`config.mk`:
```
export PLATFORM = sky130hd
export DESIGN_NAME = tbi_top
export DESIGN_NICKNAME = d
export VERILOG_FILES = /design/src/pkg/tbi_pkg.sv /design/src/hdl/tbi_sticky.sv /design/src/hdl/tbi_chan_regs.sv /design/src/hdl/tbi_top.sv
export SDC_FILE = /design/constraint.sdc
export NUM_CORES = 1
export LEC_CHECK = 0
export ABC_AREA = 1
export BUFFER_PORTS_ARGS = -buffer_cell sky130_fd_sc_hd__buf_2
export CAP_MARGIN = 20
export CORE_MARGIN = 2
export CORE_UTILIZATION = 56
export CTS_BUF_LIST = sky130_fd_sc_hd__clkbuf_8 sky130_fd_sc_hd__clkbuf_16
export DETAILED_ROUTE_END_ITERATION = 8
export PLACE_DENSITY = 0.8
export RECOVER_POWER = 25
export SYNTH_ARGS = -nofsm -noshare
export SYNTH_HDL_FRONTEND = slang
export SYNTH_SLANG_ARGS = --single-unit
```
`constraint.sdc`:
```
create_clock -name clk -period 4.2 [get_ports clk]
set_input_delay 0.84 -clock clk [delete_from_list [all_inputs] [get_ports clk]]
set_output_delay 0.84 -clock clk [all_outputs]
set_load 0.1 [all_outputs]
```
`src/pkg/tbi_pkg.sv`:
```
// package: register map, field positions, reset values and write masks
// assumes: five timer channels, 8-bit registers on a byte-addressed plain port
package tbi_pkg;

  // ==========================================================
  // geometry
  localparam int       NUM_CH   = 5;
  localparam int       AW       = 8;
  localparam int       DW       = 8;

  // ==========================================================
  // register offsets (one aligned word per register)
  localparam logic [7:0] MODE_BASE = 8'h00;  // timer_mode_control, ch n at +4n
  localparam logic [7:0] IE_BASE   = 8'h20;  // timer_interrupt_enable, ch n at +4n
  localparam logic [7:0] STAT_BASE = 8'h40;  // timer_status_reg, ch n at +4n
  localparam logic [7:0] IRQ_STAT  = 8'h60;
  localparam logic [7:0] IRQ_MASK  = 8'h64;

  // ==========================================================
  // field positions
  localparam int BIT_PAIR_EF   = 6;  // mode: pair_e_f_buffer_bit
  localparam int BIT_PAIR_BD   = 5;  // mode: pair_b_d_buffer_bit
  localparam int BIT_TROUGH_EN = 6;  // ie: trough_conv_start_enable
  localparam int BIT_UNDER_EN  = 5;  // ie / status: underflow
  localparam int BIT_OVER_EN   = 4;  // ie / status: overflow
  localparam int BIT_MATCH_D   = 3;  // ie / status: compare/capture d
  localparam int IRQ_W         = 4;
  localparam int EV_TROUGH     = 0;
  localparam int EV_OVER       = 1;
  localparam int EV_UNDER      = 2;
  localparam int EV_MATCH_D    = 3;

  // ==========================================================
  // reset values
  localparam logic [7:0] MODE_RST = 8'h00;
  localparam logic [7:0] IE_RST   = 8'h00;
  localparam logic [3:0] IRQ_RST  = 4'h0;

  // ==========================================================
  // writable bits per channel; everything else reads zero
  function automatic logic [7:0] tbi_mode_mask(input int ch);
    case (ch)
      0:       return 8'h7f;
      1, 2:    return 8'h1f;
      default: return 8'h3f;
    endcase
  endfunction : tbi_mode_mask

  function automatic logic [7:0] tbi_ie_mask(input int ch);
    case (ch)
      1, 2:    return 8'hb7;
      4:       return 8'hdf;
      default: return 8'h9f;
    endcase
  endfunction : tbi_ie_mask

  function automatic logic [7:0] tbi_reg_addr(input logic [7:0] base, input int ch);
    return base + 8'(ch * 4);
  endfunction : tbi_reg_addr

endpackage : tbi_pkg

```
`src/hdl/tbi_sticky.sv`:
```
// sticky flag bank: hardware sets, software clears by writing ones
// assumes: set and clear arrive synchronous to clk
`timescale 1ns/1ps
module tbi_sticky
  import tbi_pkg::*;
#(
  parameter int W = 4
) (
  // clock and reset
  input  wire logic         clk,
  input  wire logic         sys_rst,
  // set and clear
  input  wire logic [W-1:0] set,
  input  wire logic         clr_we,
  input  wire logic [W-1:0] clr_data,
  // state
  output logic      [W-1:0] q
);

  // ==========================================================
  // flags: a set in the clearing cycle wins so no event is lost
  always_ff @(posedge clk or posedge sys_rst) begin
    if (sys_rst) begin
      q <= '0;
    end else begin
      q <= (q & ~(clr_we ? clr_data : '0)) | set;
    end
  end
endmodule : tbi_sticky

```
`src/hdl/tbi_chan_regs.sv`:
```
// one channel's mode and interrupt-enable registers
// assumes: write strobes are already decoded for this channel
`timescale 1ns/1ps
module tbi_chan_regs
  import tbi_pkg::*;
#(
  parameter int CH = 0
) (
  // clock and reset
  input  wire logic         clk,
  input  wire logic         sys_rst,
  // writes
  input  wire logic         mode_we,
  input  wire logic         ie_we,
  input  wire logic [DW-1:0] wdata,
  // register contents
  output logic      [DW-1:0] mode,
  output logic      [DW-1:0] ie
);

  // ==========================================================
  // mode register; reserved bits never store, so they read zero
  always_ff @(posedge clk or posedge sys_rst) begin
    if (sys_rst) begin
      mode <= MODE_RST;
    end else if (mode_we) begin
      mode <= wdata & tbi_mode_mask(CH);
    end
  end

  // ==========================================================
  // interrupt enable register
  always_ff @(posedge clk or posedge sys_rst) begin
    if (sys_rst) begin
      ie <= IE_RST;
    end else if (ie_we) begin
      ie <= wdata & tbi_ie_mask(CH);
    end
  end

endmodule : tbi_chan_regs

```
`src/hdl/tbi_top.sv`:
```
// per-channel buffer pairing and interrupt enables of a five-channel timer
// assumes: counter logic supplies one-cycle event pulses and the mode decode
`timescale 1ns/1ps
module tbi_top
  import tbi_pkg::*;
(
  // clock and reset
  input  wire logic              clk,
  input  wire logic              sys_rst,
  // register port
  input  wire logic [AW-1:0]     addr,
  input  wire logic [DW-1:0]     wdata,
  input  wire logic              wr,
  input  wire logic              rd,
  output logic      [DW-1:0]     rdata,
  // counter-side events and mode
  input  wire logic [NUM_CH-1:0] comp_pwm_mode,
  input  wire logic [NUM_CH-1:0] underflow_evt,
  input  wire logic [NUM_CH-1:0] overflow_evt,
  input  wire logic [NUM_CH-1:0] match_d_raw,
  input  wire logic              match_f_raw,
  input  wire logic              counter_ch4_trough,
  // buffer control towards the counters
  output logic                   pair_e_f_ch0,
  output logic      [NUM_CH-1:0] pair_b_d,
  output logic      [NUM_CH-1:0] match_d_active,
  output logic                   match_f_evt,
  // requests
  output logic      [NUM_CH-1:0] underflow_irq_request,
  output logic      [NUM_CH-1:0] overflow_irq_request,
  output logic      [NUM_CH-1:0] match_d_irq_request,
  output logic                   conv_start_req,
  output logic                   irq
);

  // ==========================================================
  // per-channel registers and flags
  logic [DW-1:0]     mode     [NUM_CH];
  logic [DW-1:0]     ie       [NUM_CH];
  logic [2:0]        flag     [NUM_CH];  // [2] underflow, [1] overflow, [0] match d
  logic [NUM_CH-1:0] d_live;
  logic [NUM_CH-1:0] d_set;
  logic [NUM_CH-1:0] u_set;
  logic [NUM_CH-1:0] next_under_req;
  logic [NUM_CH-1:0] next_over_req;
  logic [NUM_CH-1:0] next_d_req;
  logic [IRQ_W-1:0]  irq_stat;
  logic [IRQ_W-1:0]  irq_mask;
  logic [IRQ_W-1:0]  irq_set;
  logic              trough_hit;

  genvar g;
  generate
    for (g = 0; g < NUM_CH; g++) begin : g_ch
      logic has_d;
      logic has_u;
      assign has_d = (g != 1) && (g != 2);
      assign has_u = !has_d;

      tbi_chan_regs #(
        .CH(g)
      ) u_regs (
        .clk     (clk),
        .sys_rst (sys_rst),
        .mode_we (wr && addr == tbi_reg_addr(MODE_BASE, g)),
        .ie_we   (wr && addr == tbi_reg_addr(IE_BASE, g)),
        .wdata   (wdata),
        .mode    (mode[g]),
        .ie      (ie[g])
      );

      // d stays live on ch0, ch3 and ch4 unless it is a buffer outside complementary pwm; ch1/ch2 have no d
      assign d_live[g] = has_d && (!mode[g][BIT_PAIR_BD] || comp_pwm_mode[g]);
      assign d_set[g]  = match_d_raw[g] && d_live[g];
      assign u_set[g]  = underflow_evt[g] && has_u;

      tbi_sticky #(
        .W(3)
      ) u_flags (
        .clk      (clk),
        .sys_rst  (sys_rst),
        .set      ({u_set[g], overflow_evt[g], d_set[g]}),
        .clr_we   (wr && addr == tbi_reg_addr(STAT_BASE, g)),
        .clr_data ({wdata[BIT_UNDER_EN], wdata[BIT_OVER_EN], wdata[BIT_MATCH_D]}),
        .q        (flag[g])
      );

      // flag and enable, no latching: dropping either drops the request
      assign next_under_req[g] = flag[g][2] && ie[g][BIT_UNDER_EN];
      assign next_over_req[g]  = flag[g][1] && ie[g][BIT_OVER_EN];
      assign next_d_req[g]     = flag[g][0] && ie[g][BIT_MATCH_D];
    end
  endgenerate

  // ==========================================================
  // requests towards the interrupt controller
  always_ff @(posedge clk or posedge sys_rst) begin
    if (sys_rst) begin
      underflow_irq_request <= '0;
      overflow_irq_request  <= '0;
      match_d_irq_request   <= '0;
    end else begin
      underflow_irq_request <= next_under_req;
      overflow_irq_request  <= next_over_req;
      match_d_irq_request   <= next_d_req;
    end
  end

  // ==========================================================
  // buffer pairing and compare enables to the counters
  always_ff @(posedge clk or posedge sys_rst) begin
    if (sys_rst) begin
      pair_e_f_ch0   <= 1'b0;
      pair_b_d       <= '0;
      match_d_active <= '0;
      match_f_evt    <= 1'b0;
    end else begin
      pair_e_f_ch0 <= mode[0][BIT_PAIR_EF];
      for (int c = 0; c < NUM_CH; c++) begin
        pair_b_d[c] <= mode[c][BIT_PAIR_BD];
      end
      match_d_active <= d_live;
      // f compare is never gated by the pairing bit
      match_f_evt <= match_f_raw;
    end
  end

  // ==========================================================
  // converter start at the ch4 trough
  assign trough_hit = counter_ch4_trough && comp_pwm_mode[4] && ie[4][BIT_TROUGH_EN];

  always_ff @(posedge clk or posedge sys_rst) begin
    if (sys_rst) begin
      conv_start_req <= 1'b0;
    end else begin
      conv_start_req <= trough_hit;
    end
  end

  // ==========================================================
  // summary interrupt: sticky events, write one to clear, masked
  assign irq_set[EV_TROUGH]  = trough_hit;
  assign irq_set[EV_OVER]    = |overflow_evt;
  assign irq_set[EV_UNDER]   = |u_set;
  assign irq_set[EV_MATCH_D] = |d_set;

  tbi_sticky #(
    .W(IRQ_W)
  ) u_irq_stat (
    .clk      (clk),
    .sys_rst  (sys_rst),
    .set      (irq_set),
    .clr_we   (wr && addr == IRQ_STAT),
    .clr_data (wdata[IRQ_W-1:0]),
    .q        (irq_stat)
  );

  always_ff @(posedge clk or posedge sys_rst) begin
    if (sys_rst) begin
      irq_mask <= IRQ_RST;
    end else if (wr && addr == IRQ_MASK) begin
      irq_mask <= wdata[IRQ_W-1:0];
    end
  end

  always_ff @(posedge clk or posedge sys_rst) begin
    if (sys_rst) begin
      irq <= 1'b0;
    end else begin
      irq <= |(irq_stat & irq_mask);
    end
  end

  // ==========================================================
  // read port: data in the cycle after the strobe, unmapped reads zero
  logic [DW-1:0] next_rdata;

  always_comb begin
    next_rdata = '0;
    for (int c = 0; c < NUM_CH; c++) begin
      if (addr == tbi_reg_addr(MODE_BASE, c)) begin
        next_rdata = mode[c];
      end
      if (addr == tbi_reg_addr(IE_BASE, c)) begin
        next_rdata = ie[c];
      end
      if (addr == tbi_reg_addr(STAT_BASE, c)) begin
        next_rdata = DW'({flag[c], 3'h0});
      end
    end
    if (addr == IRQ_STAT) begin
      next_rdata = DW'(irq_stat);
    end
    if (addr == IRQ_MASK) begin
      next_rdata = DW'(irq_mask);
    end
  end

  always_ff @(posedge clk or posedge sys_rst) begin
    if (sys_rst) begin
      rdata <= '0;
    end else begin
      rdata <= rd ? next_rdata : '0;
    end
  end
endmodule : tbi_top

```
After elaboration in Yosys (flattened, before gate mapping)
Cells that the tools add are included.
Operators by class
  div/mod/pow operators: 0
  multiplexer cells: 24
  add/subtract/negate cells: 0
  reductions and logical operators: 43
  bitwise logic cells: 19
  $mul: 0
  shift-type cells: 0
  equality and inequality tests: 16
  $lt $le $gt $ge: 0
Operators by type and width (number)
  $mux 8: 17
  $eq 8x7->1 const B: 7
  $eq 8x6->1 const B: 5
  $logic_and 1x1->1: 32
  $eq 8x4->1 const B: 2
  $and 3x3->3: 5
  $mux 3: 5
  $not 3->3: 5
  $or 3x2->3: 3
  $and 4x4->4: 2
  $eq 8x3->1 const B: 1
  $eq 8x5->1 const B: 1
  $logic_not 8->1: 1
  $mux 7: 1
  $or 3x3->3: 2
  $reduce_or 5->1: 1
  $mux 4: 1
  $not 4->4: 1
  $or 4x4->4: 1
  $reduce_or 4->1: 1
  $logic_not 1->1: 3
  $logic_or 1x1->1: 3
  $reduce_or 3->1: 1
  $reduce_or 2->1: 1
Word-level totals
  output and inout port bits: 37
  memory bits (writable): 0
  ROM bits: 0
  memories: 0
  latch bits: 0
  register bits after elaboration: 111

Longest topological paths before layout
Gate-level depths: netlist of run 1.
  depth after elaboration: 19
  depth in mapped cells: 14
  depth with buffers taken out: 14

Hierarchy
A second synthesis of run 1 with hierarchy kept.
Second synthesis, totals
  cells, all modules: 742
  area total of the unflattened synthesis: 5701.7 sq um
By module, submodules not included
  tbi_top: instances 1, area an instance 2493.6 sq um, cells each 359
  tbi_chan_regs at g_ch[0].u_regs ...: instances 2, area an instance 520.5 sq um, cells each 60
  tbi_chan_regs at g_ch[1].u_regs ...: instances 2, area an instance 451.7 sq um, cells each 53
  tbi_sticky at g_ch[0].u_flags ...: instances 5, area an instance 123.9 sq um, cells each 16
  tbi_chan_regs at g_ch[3].u_regs: instances 1, area an instance 480.5 sq um, cells each 56
  tbi_sticky at u_irq_stat: instances 1, area an instance 163.9 sq um, cells each 21

Worst setup path after synthesis of run 1
OpenSTA, ideal clock, no wires.
  path kind: input port to flip-flop
  from: input port addr[4]
  to: register rdata[3]
  arrival time: 1.910 ns
  path buffers: 0
  slack: 2.177 ns
  stages on the path: 13
  cells stage by stage: nor2_1 nand2_2 nor2_4 inv_2 or2_0 o21ai_0 nand4_1 nand2_1 nand2_1 nand2_1 nand3_1 nand2_1 inv_1
Between the ends
  cells in the longest elaborated chain, start to end: 19
RTL lines
  start, declared: RTL line tbi_top.sv:11  | input wire logic [AW-1:0] addr,
  $logic_not 8->1: RTL line tbi_top.sv:181  | if (addr == tbi_reg_addr(MODE_BASE, c)) begin
  $mux 7: RTL line tbi_top.sv:181
  $mux 8: RTL line tbi_top.sv:184  | if (addr == tbi_reg_addr(IE_BASE, c)) begin
  $mux 8: RTL line tbi_top.sv:187  | if (addr == tbi_reg_addr(STAT_BASE, c)) begin
  $mux 8: RTL line tbi_top.sv:181
  $mux 8: RTL line tbi_top.sv:184
  $mux 8: RTL line tbi_top.sv:187
  $mux 8: RTL line tbi_top.sv:181
  [3 not listed]
  $mux 8: RTL line tbi_top.sv:184
  $mux 8: RTL line tbi_top.sv:187
  $mux 8: RTL line tbi_top.sv:181
  $mux 8: RTL line tbi_top.sv:184
  $mux 8: RTL line tbi_top.sv:187
  $mux 8: RTL line tbi_top.sv:191  | if (addr == IRQ_STAT) begin
  $mux 8 (*): RTL line tbi_top.sv:194  | if (addr == IRQ_MASK) begin
  $mux 8 (*): RTL line tbi_top.sv:203  | rdata <= rd ? next_rdata : '0;
  end signal, assigned: RTL line tbi_top.sv:203
  end, declared: RTL line tbi_top.sv:15  | output logic [DW-1:0] rdata,
Every way passes the cells marked *; elsewhere a longest branch is shown, timed or not.
A chain may end at the register's enable or synchronous reset.

==> out/metrics.csv, run 1 <==
metric;value;unit
clk_skew;9.24;ps
max cap viols;1;
final hold violation count;0;
first-pass GRT wire length;19100;um
Post-Syn Area per Cell;8.48;um2
H-Tree Depth;3;
final WL;11400;um
synthesis-stage register bit count;111;
# IOs;79;
Combinational Power Share;11.6;%
dpl hpwl;8040;um
cts repair resizes;0;
Place WS;1710;ps
ANT nets after route;0;
vias in the first global route;3984;
total grt overflow;0;
Detailed Route Iter0 Violations;252;
initial antenna violation count;0;
I/O Buffers;62;
fin crit share;58.7;%
switching share of power;29.3;%
WP data required;4760;ps
Post-Layout Cell Count;740;
Core Util, Final;65.1;%
DIE HEIGHT;97.0;um
leading register cell type out of synthesis;dfrtp_1;
Max IR drop VDD;0.179;mV
top cells by area, synth;dfrtp_1 (57%), nand2_1 (14%), o21ai_0 (9.1%);
commonest non-fill, non-tap cell in the layout;nand2_1;
# rows;33;
drt wl/cell;15.4;um
WS Path Type;in -> async;
routed wl met3;783;um
part of the power in registers;55.4;%
Post-DP Area;5200;um2
Rel. slew slack;-80.7;%
most frequent cells in the layout;nand2_1 (186), dfrtp_1 (111), o21ai_0 (88);
Core ar.;8300;um2
Max Slew Vio Count;64;
Post-CTS Hold Buffers;0;
Net count, final;672;
register area share after synthesis;57.3;%
Internal;1.45;mW
critical path launch point type;input pin;
P_leak;2.81;nW
failing checks;capacitance limit, slew limit;
crit-path max FO;63;
setup TNS;0;ps
Synth Cell Area;4840;um2
DRC;0;
worst hold path class;reg -> reg;
cell count after synthesis;571;
routed via count;4050;
status;finished with violations;
Post-synth ARST share;100;%
post-route worst setup slack;1730;ps
die area;9410;um2
met2 wire length;5250;um
Via-to-Cell Ratio;5.47;
# diodes;0;
GP Congestion;0.926;
RSZ-0062 raised after global routing;no;
area leader, netlist;dfrtp_1;
total CTS buffers;9;
Crit path arrival time;3030;ps
Clock Latency Late Sink;390;ps
Die Span X;97.0;um
CTS tree;done;
WHS;419;ps
synth warn;0;
switching power;0.599;mW
crit end category;async pin;
GRT Util Overall;25.4;%
clock network power share;33.0;%
share of cells above drive strength 1;15.0;%
largest net degree at the start of global routing;64;
Unique masters post-synth;31;
Tot Pwr;2.05;mW
final non-filler cell area;5410;um2
power density cells;378;nW/um2
Root Driver;clkbuf_8;
Bufs on Longest Clock Path;2;
top cell type's share of synthesized area;57.3;%
Initial Utilization;58.4;%
area delta synth->final;11.6;%
Top Metal Used;met4;
Post-synth EDFFs;0;
placed cells;724;
worst slew pin tran;2700;ps
Period minus WS final;2470;ps
Post-Route M1 WL;4990;um
Final setup viols;0;
# fillers;675;
Worst-path clk slew;100;ps
clk sink count;111;
Post-CTS Setup Repair Bufs;0;
Pre-Repair DR Iteration Count;5;
fmax;0.406;GHz
synth_stat cells (2+ instances only):
cell type / number
nand2_1: 186
nand2_2: 3
o21ai_1: 3
a21boi_0: 2
nor2_1: 26
inv_1: 65
nor2_4: 3
dfrtp_1: 111
inv_2: 2
clkbuf_1: 13
o22ai_1: 5
a21oi_1: 15
or2_0: 2
nor2_2: 2
buf_4: 9
nand3_1: 10
nand4_1: 11
o21ai_0: 88
nor3_1: 3
final cells by class:
type | count | area (um2) | share of cell area (%)
Timing Repair Buffer | 64 | 325 | 6.02
Inverter | 67 | 253 | 4.67
Multi-Input combinational cell | 377 | 1710 | 31.7
Tap cell | 105 | 131 | 2.43
Clock inverter | 6 | 68.8 | 1.27
Clock buffer | 10 | 138 | 2.55
Sequential cell | 111 | 2780 | 51.4
power groups by stage:
| stage | sequential (mW) | combinational, mW | clock, mW |
|---|---|---|---|
| floorplan | 1.22 | 0.116 | 0 |
| global placement | 1.15 | 0.232 | 0 |
| detailed placement | 1.15 | 0.238 | 0 |
| CTS | 1.13 | 0.238 | 0.672 |
| global route | 1.14 | 0.257 | 0.720 |
| finish | 1.13 | 0.237 | 0.675 |
worst max-delay path: stages:
cell and delay (ps):
buf_2 100, clkinvlp_2 1500, buf_4 540
cell families (layout without fill, tap and decap cells):
group | Yosys count | in the layout | share of synthesized area (%)
compound gates | 117 | 117 | 12.5
buf+inv | 91 | 147 | 7.93
flops | 111 | 111 | 57.3
other cells | 1 | 9 | 0.0774
simple gates | 251 | 251 | 22.1
flip-flops by register name, indices dropped and copies added (netlist names):
| signal | count |
|---|---|
| underflow_irq_request | 2 |
| pair_b_d | 3 |
| g_ch.u_regs.ie | 31 |
| g_ch.u_flags.q | 15 |
| pair_e_f_ch0 | 1 |
| match_d_irq_request | 3 |
| irq | 1 |
| conv_start_req | 1 |
| match_d_active | 3 |
| u_irq_stat.q | 4 |
| irq_mask | 4 |
| g_ch.u_regs.mode | 29 |
| overflow_irq_request | 5 |
| rdata | 8 |
| match_f_evt | 1 |
routing by layer:
| layer | global-route usage, % | vias up |
|---|---|---|
| li1 | - | 1918 |
| met1 | 34.9 | 1925 |
| met2 | 40.2 | 178 |
| met3 | 4.26 | 29 |
| met4 | 11.1 | 0 |
| met5 | 0 | - |
path summary, 6_finish.rpt:
kind	slack, ps	endpoint	cells after the start	startpoint
max in group clk	2120	rdata[2]$_DFF_PP0_	12	addr[4]
max	1730	pair_b_d[3]$_DFF_PP0_	3	sys_rst
min	420	pair_e_f_ch0$_DFF_PP0_	0	g_ch[0].u_regs.mode[6]$_DFFE_PP0P_
max reg2reg	2850	rdata[5]$_DFF_PP0_	8	g_ch[0].u_regs.mode[5]$_DFFE_PP0P_
min reg2reg	420	pair_e_f_ch0$_DFF_PP0_	0	g_ch[0].u_regs.mode[6]$_DFFE_PP0P_
min in group asynchronous	1190	underflow_irq_request[1]$_DFF_PP0_	2	sys_rst
(Power assumes the default switching activity.)
==> inputs of run 2 (changes only) <==
Settings changed: CORE_UTILIZATION 56 to 51, PLACE_DENSITY 0.8 to 0.77.
Clock period 4.2 ns to 2.1 ns, I/O delays scaled along.
==> run 2 against run 1 <==
  * The run now ends clean
  * Non-clock buffer count rose by 9
  * Via count fell by 1.5%
  * Highest routed layer unchanged
  * Critical path type is now in -> reg
  * First-iteration DRC count fell by 4.8%
  * Clock skew barely moved
  * Setup slack got worse by 1500 ps
  * Register-to-register slack got worse by 2200 ps
  * Combinational power rose by 98%
  * Cell area rose by 1.2%
  * Routed wire length fell by 1.7%
  * Core utilization fell by 5.9 points
  * Die area rose by 9.4%
==> out/metrics.csv, run 2 (synthesized netlist as in run 1, its figures left out) <==
metric;value;unit
status;finished, final reports clean;
Max IR drop VDD;0.425;mV
CTS tree;done;
DRC;0;
min-delay src;match_f_raw;
FF-to-FF Start;g_ch[0].u_regs.ie[3]$_DFFE_PP0P_;
ANT nets after route;0;
GRT Util Overall;23.3;%
area delta synth->final;13.0;%
most frequent cells in the layout;nand2_1 (187), dfrtp_1 (111), o21ai_0 (88);
DIE HEIGHT;101;um
Net count, final;681;
share of cells above drive strength 1;14.4;%
worst hold path class;in -> reg;
die area;10300;um2
critical path launch point type;input pin;
Rel. slew slack;39.8;%
hold path depth;1;
largest net degree at the start of global routing;105;
flop2flop setup slack;650;ps
final WL;11200;um
Clock Latency Late Sink;370;ps
Critical Path Max Stage Delay;300;ps
r2r endpoint;rdata[3]$_DFF_PP0_;
max reg flops;31;
Pre-Repair DR Iteration Count;5;
Final setup viols;0;
worst slew pin tran;903;ps
drt wl/cell;14.5;um
WP data required;2370;ps
Initial Utilization;52.4;%
Worst Path Buf+Inv;3;
Largest regs;g_ch.u_regs.ie: 31 flops, g_ch.u_regs.mode: 29 flops, g_ch.u_flags.q: 15 flops;
commonest non-fill, non-tap cell in the layout;nand2_1;
Most flops, register;g_ch.u_regs.ie;
CP delay by family, top;simple AND/OR/NAND/NOR gates;
R2R depth;10;
fmax;0.541;GHz
cts repair resizes;0;
first-pass GRT wire length;18500;um
initial antenna violation count;0;
worst path cell trace;clkbuf_1 > nor2_4 > nand3_1 > nor2_4 > inv_2 > or2_0 > o21ai_0 > nand4_1 > nand2_1 > nand2_1 > nand2_1 > nand3_1 > nand2_1 > inv_1;
fin crit share;87.9;%
Max Slew Vio Count;0;
most used cell, CP;nand2_1;
Via-to-Cell Ratio;5.16;
final hold violation count;0;
clk_skew;9.40;ps
H-Tree Depth;3;
crit-path max FO;4;
Post-Layout Cell Count;773;
Post-CTS Setup Repair Bufs;0;
Core ar.;9240;um2
I/O Buffers;62;
# IOs;79;
RSZ-0062 raised after global routing;no;
power density cells;739;nW/um2
Period minus WS final;1850;ps
total CTS buffers;9;
placed cells;756;
routed via count;3989;
Crit path arrival time;2120;ps
P_leak;2.83;nW
WS Path Type;in -> reg;
Bufs on Longest Clock Path;2;
Worst-path clk slew;100;ps
# fillers;859;
dpl hpwl;8110;um
setup TNS;0;ps
Detailed Route Iter0 Violations;240;
Post-CTS Hold Buffers;1;
crit end category;flop;
# rows;35;
max cap viols;0;
# diodes;0;
WHS;155;ps
clk sink count;111;
total grt overflow;0;
Die Span X;101;um
GP Congestion;0.891;
CP max stage cell;nand3_1;
Root Driver;clkbuf_8;
vias in the first global route;3838;
Hold EP;match_f_evt$_DFF_PP0_;
[run 2: how the worst max path moves through the flow]
| stage | cells after the start | slack [ps] | startpoint | endpoint |
|---|---|---|---|---|
| final | 14 | 250 | addr[1] | rdata[3]$_DFF_PP0_ |
| after global routing | 4 | 110 | sys_rst | u_irq_stat.q[0]$_DFF_PP0_ |
| after CTS | 9 | 420 | addr[4] | g_ch[3].u_regs.ie[7]$_DFFE_PP0P_ |
| after detailed placement | 9 | 3 | addr[4] | g_ch[3].u_regs.ie[7]$_DFFE_PP0P_ |
| after global placement | 14 | 100 | addr[1] | rdata[3]$_DFF_PP0_ |
| after floorplan | 1 | 340 | sys_rst | conv_start_req$_DFF_PP0_ |
[run 2: through the flow]
stage	area [um2]	utilization, %	worst slack, ps	total power [mW]
finish	5470	59.2	253	4.04
global route	5470	59.2	109	4.19
CTS	5520	59.7	418	4.08
detailed placement	5310	57.4	2.66	2.78
global placement	5310	57.4	98.2	2.77
floorplan	4880	-	337	2.67
[run 2: power breakdown]
part	switching (mW)	internal, mW
combinational	0.385	0.0841
clock	0.723	0.589
sequential	0.0450	2.22
[run 2: final cells by class]
class | count | area (um2) | share of cell area, %
Clock inverter | 6 | 67.6 | 1.23
Inverter | 67 | 253 | 4.62
Tap cell | 129 | 161 | 2.95
Timing Repair Buffer | 73 | 383 | 6.99
Clock buffer | 10 | 138 | 2.51
Sequential cell | 111 | 2780 | 50.7
Multi-Input combinational cell | 377 | 1690 | 30.9
[run 2: metal layers]
metal  wire length (um)  GRT usage, %  share of wire (%)  up-vias
li1                   -             -                  -     1932
met2               5280          36.8                 47      130
met1               4940          31.9                 44     1906
met3                702          5.04                6.3       21
met5                  0             0                  0        -
met4                251          9.15                2.2        0
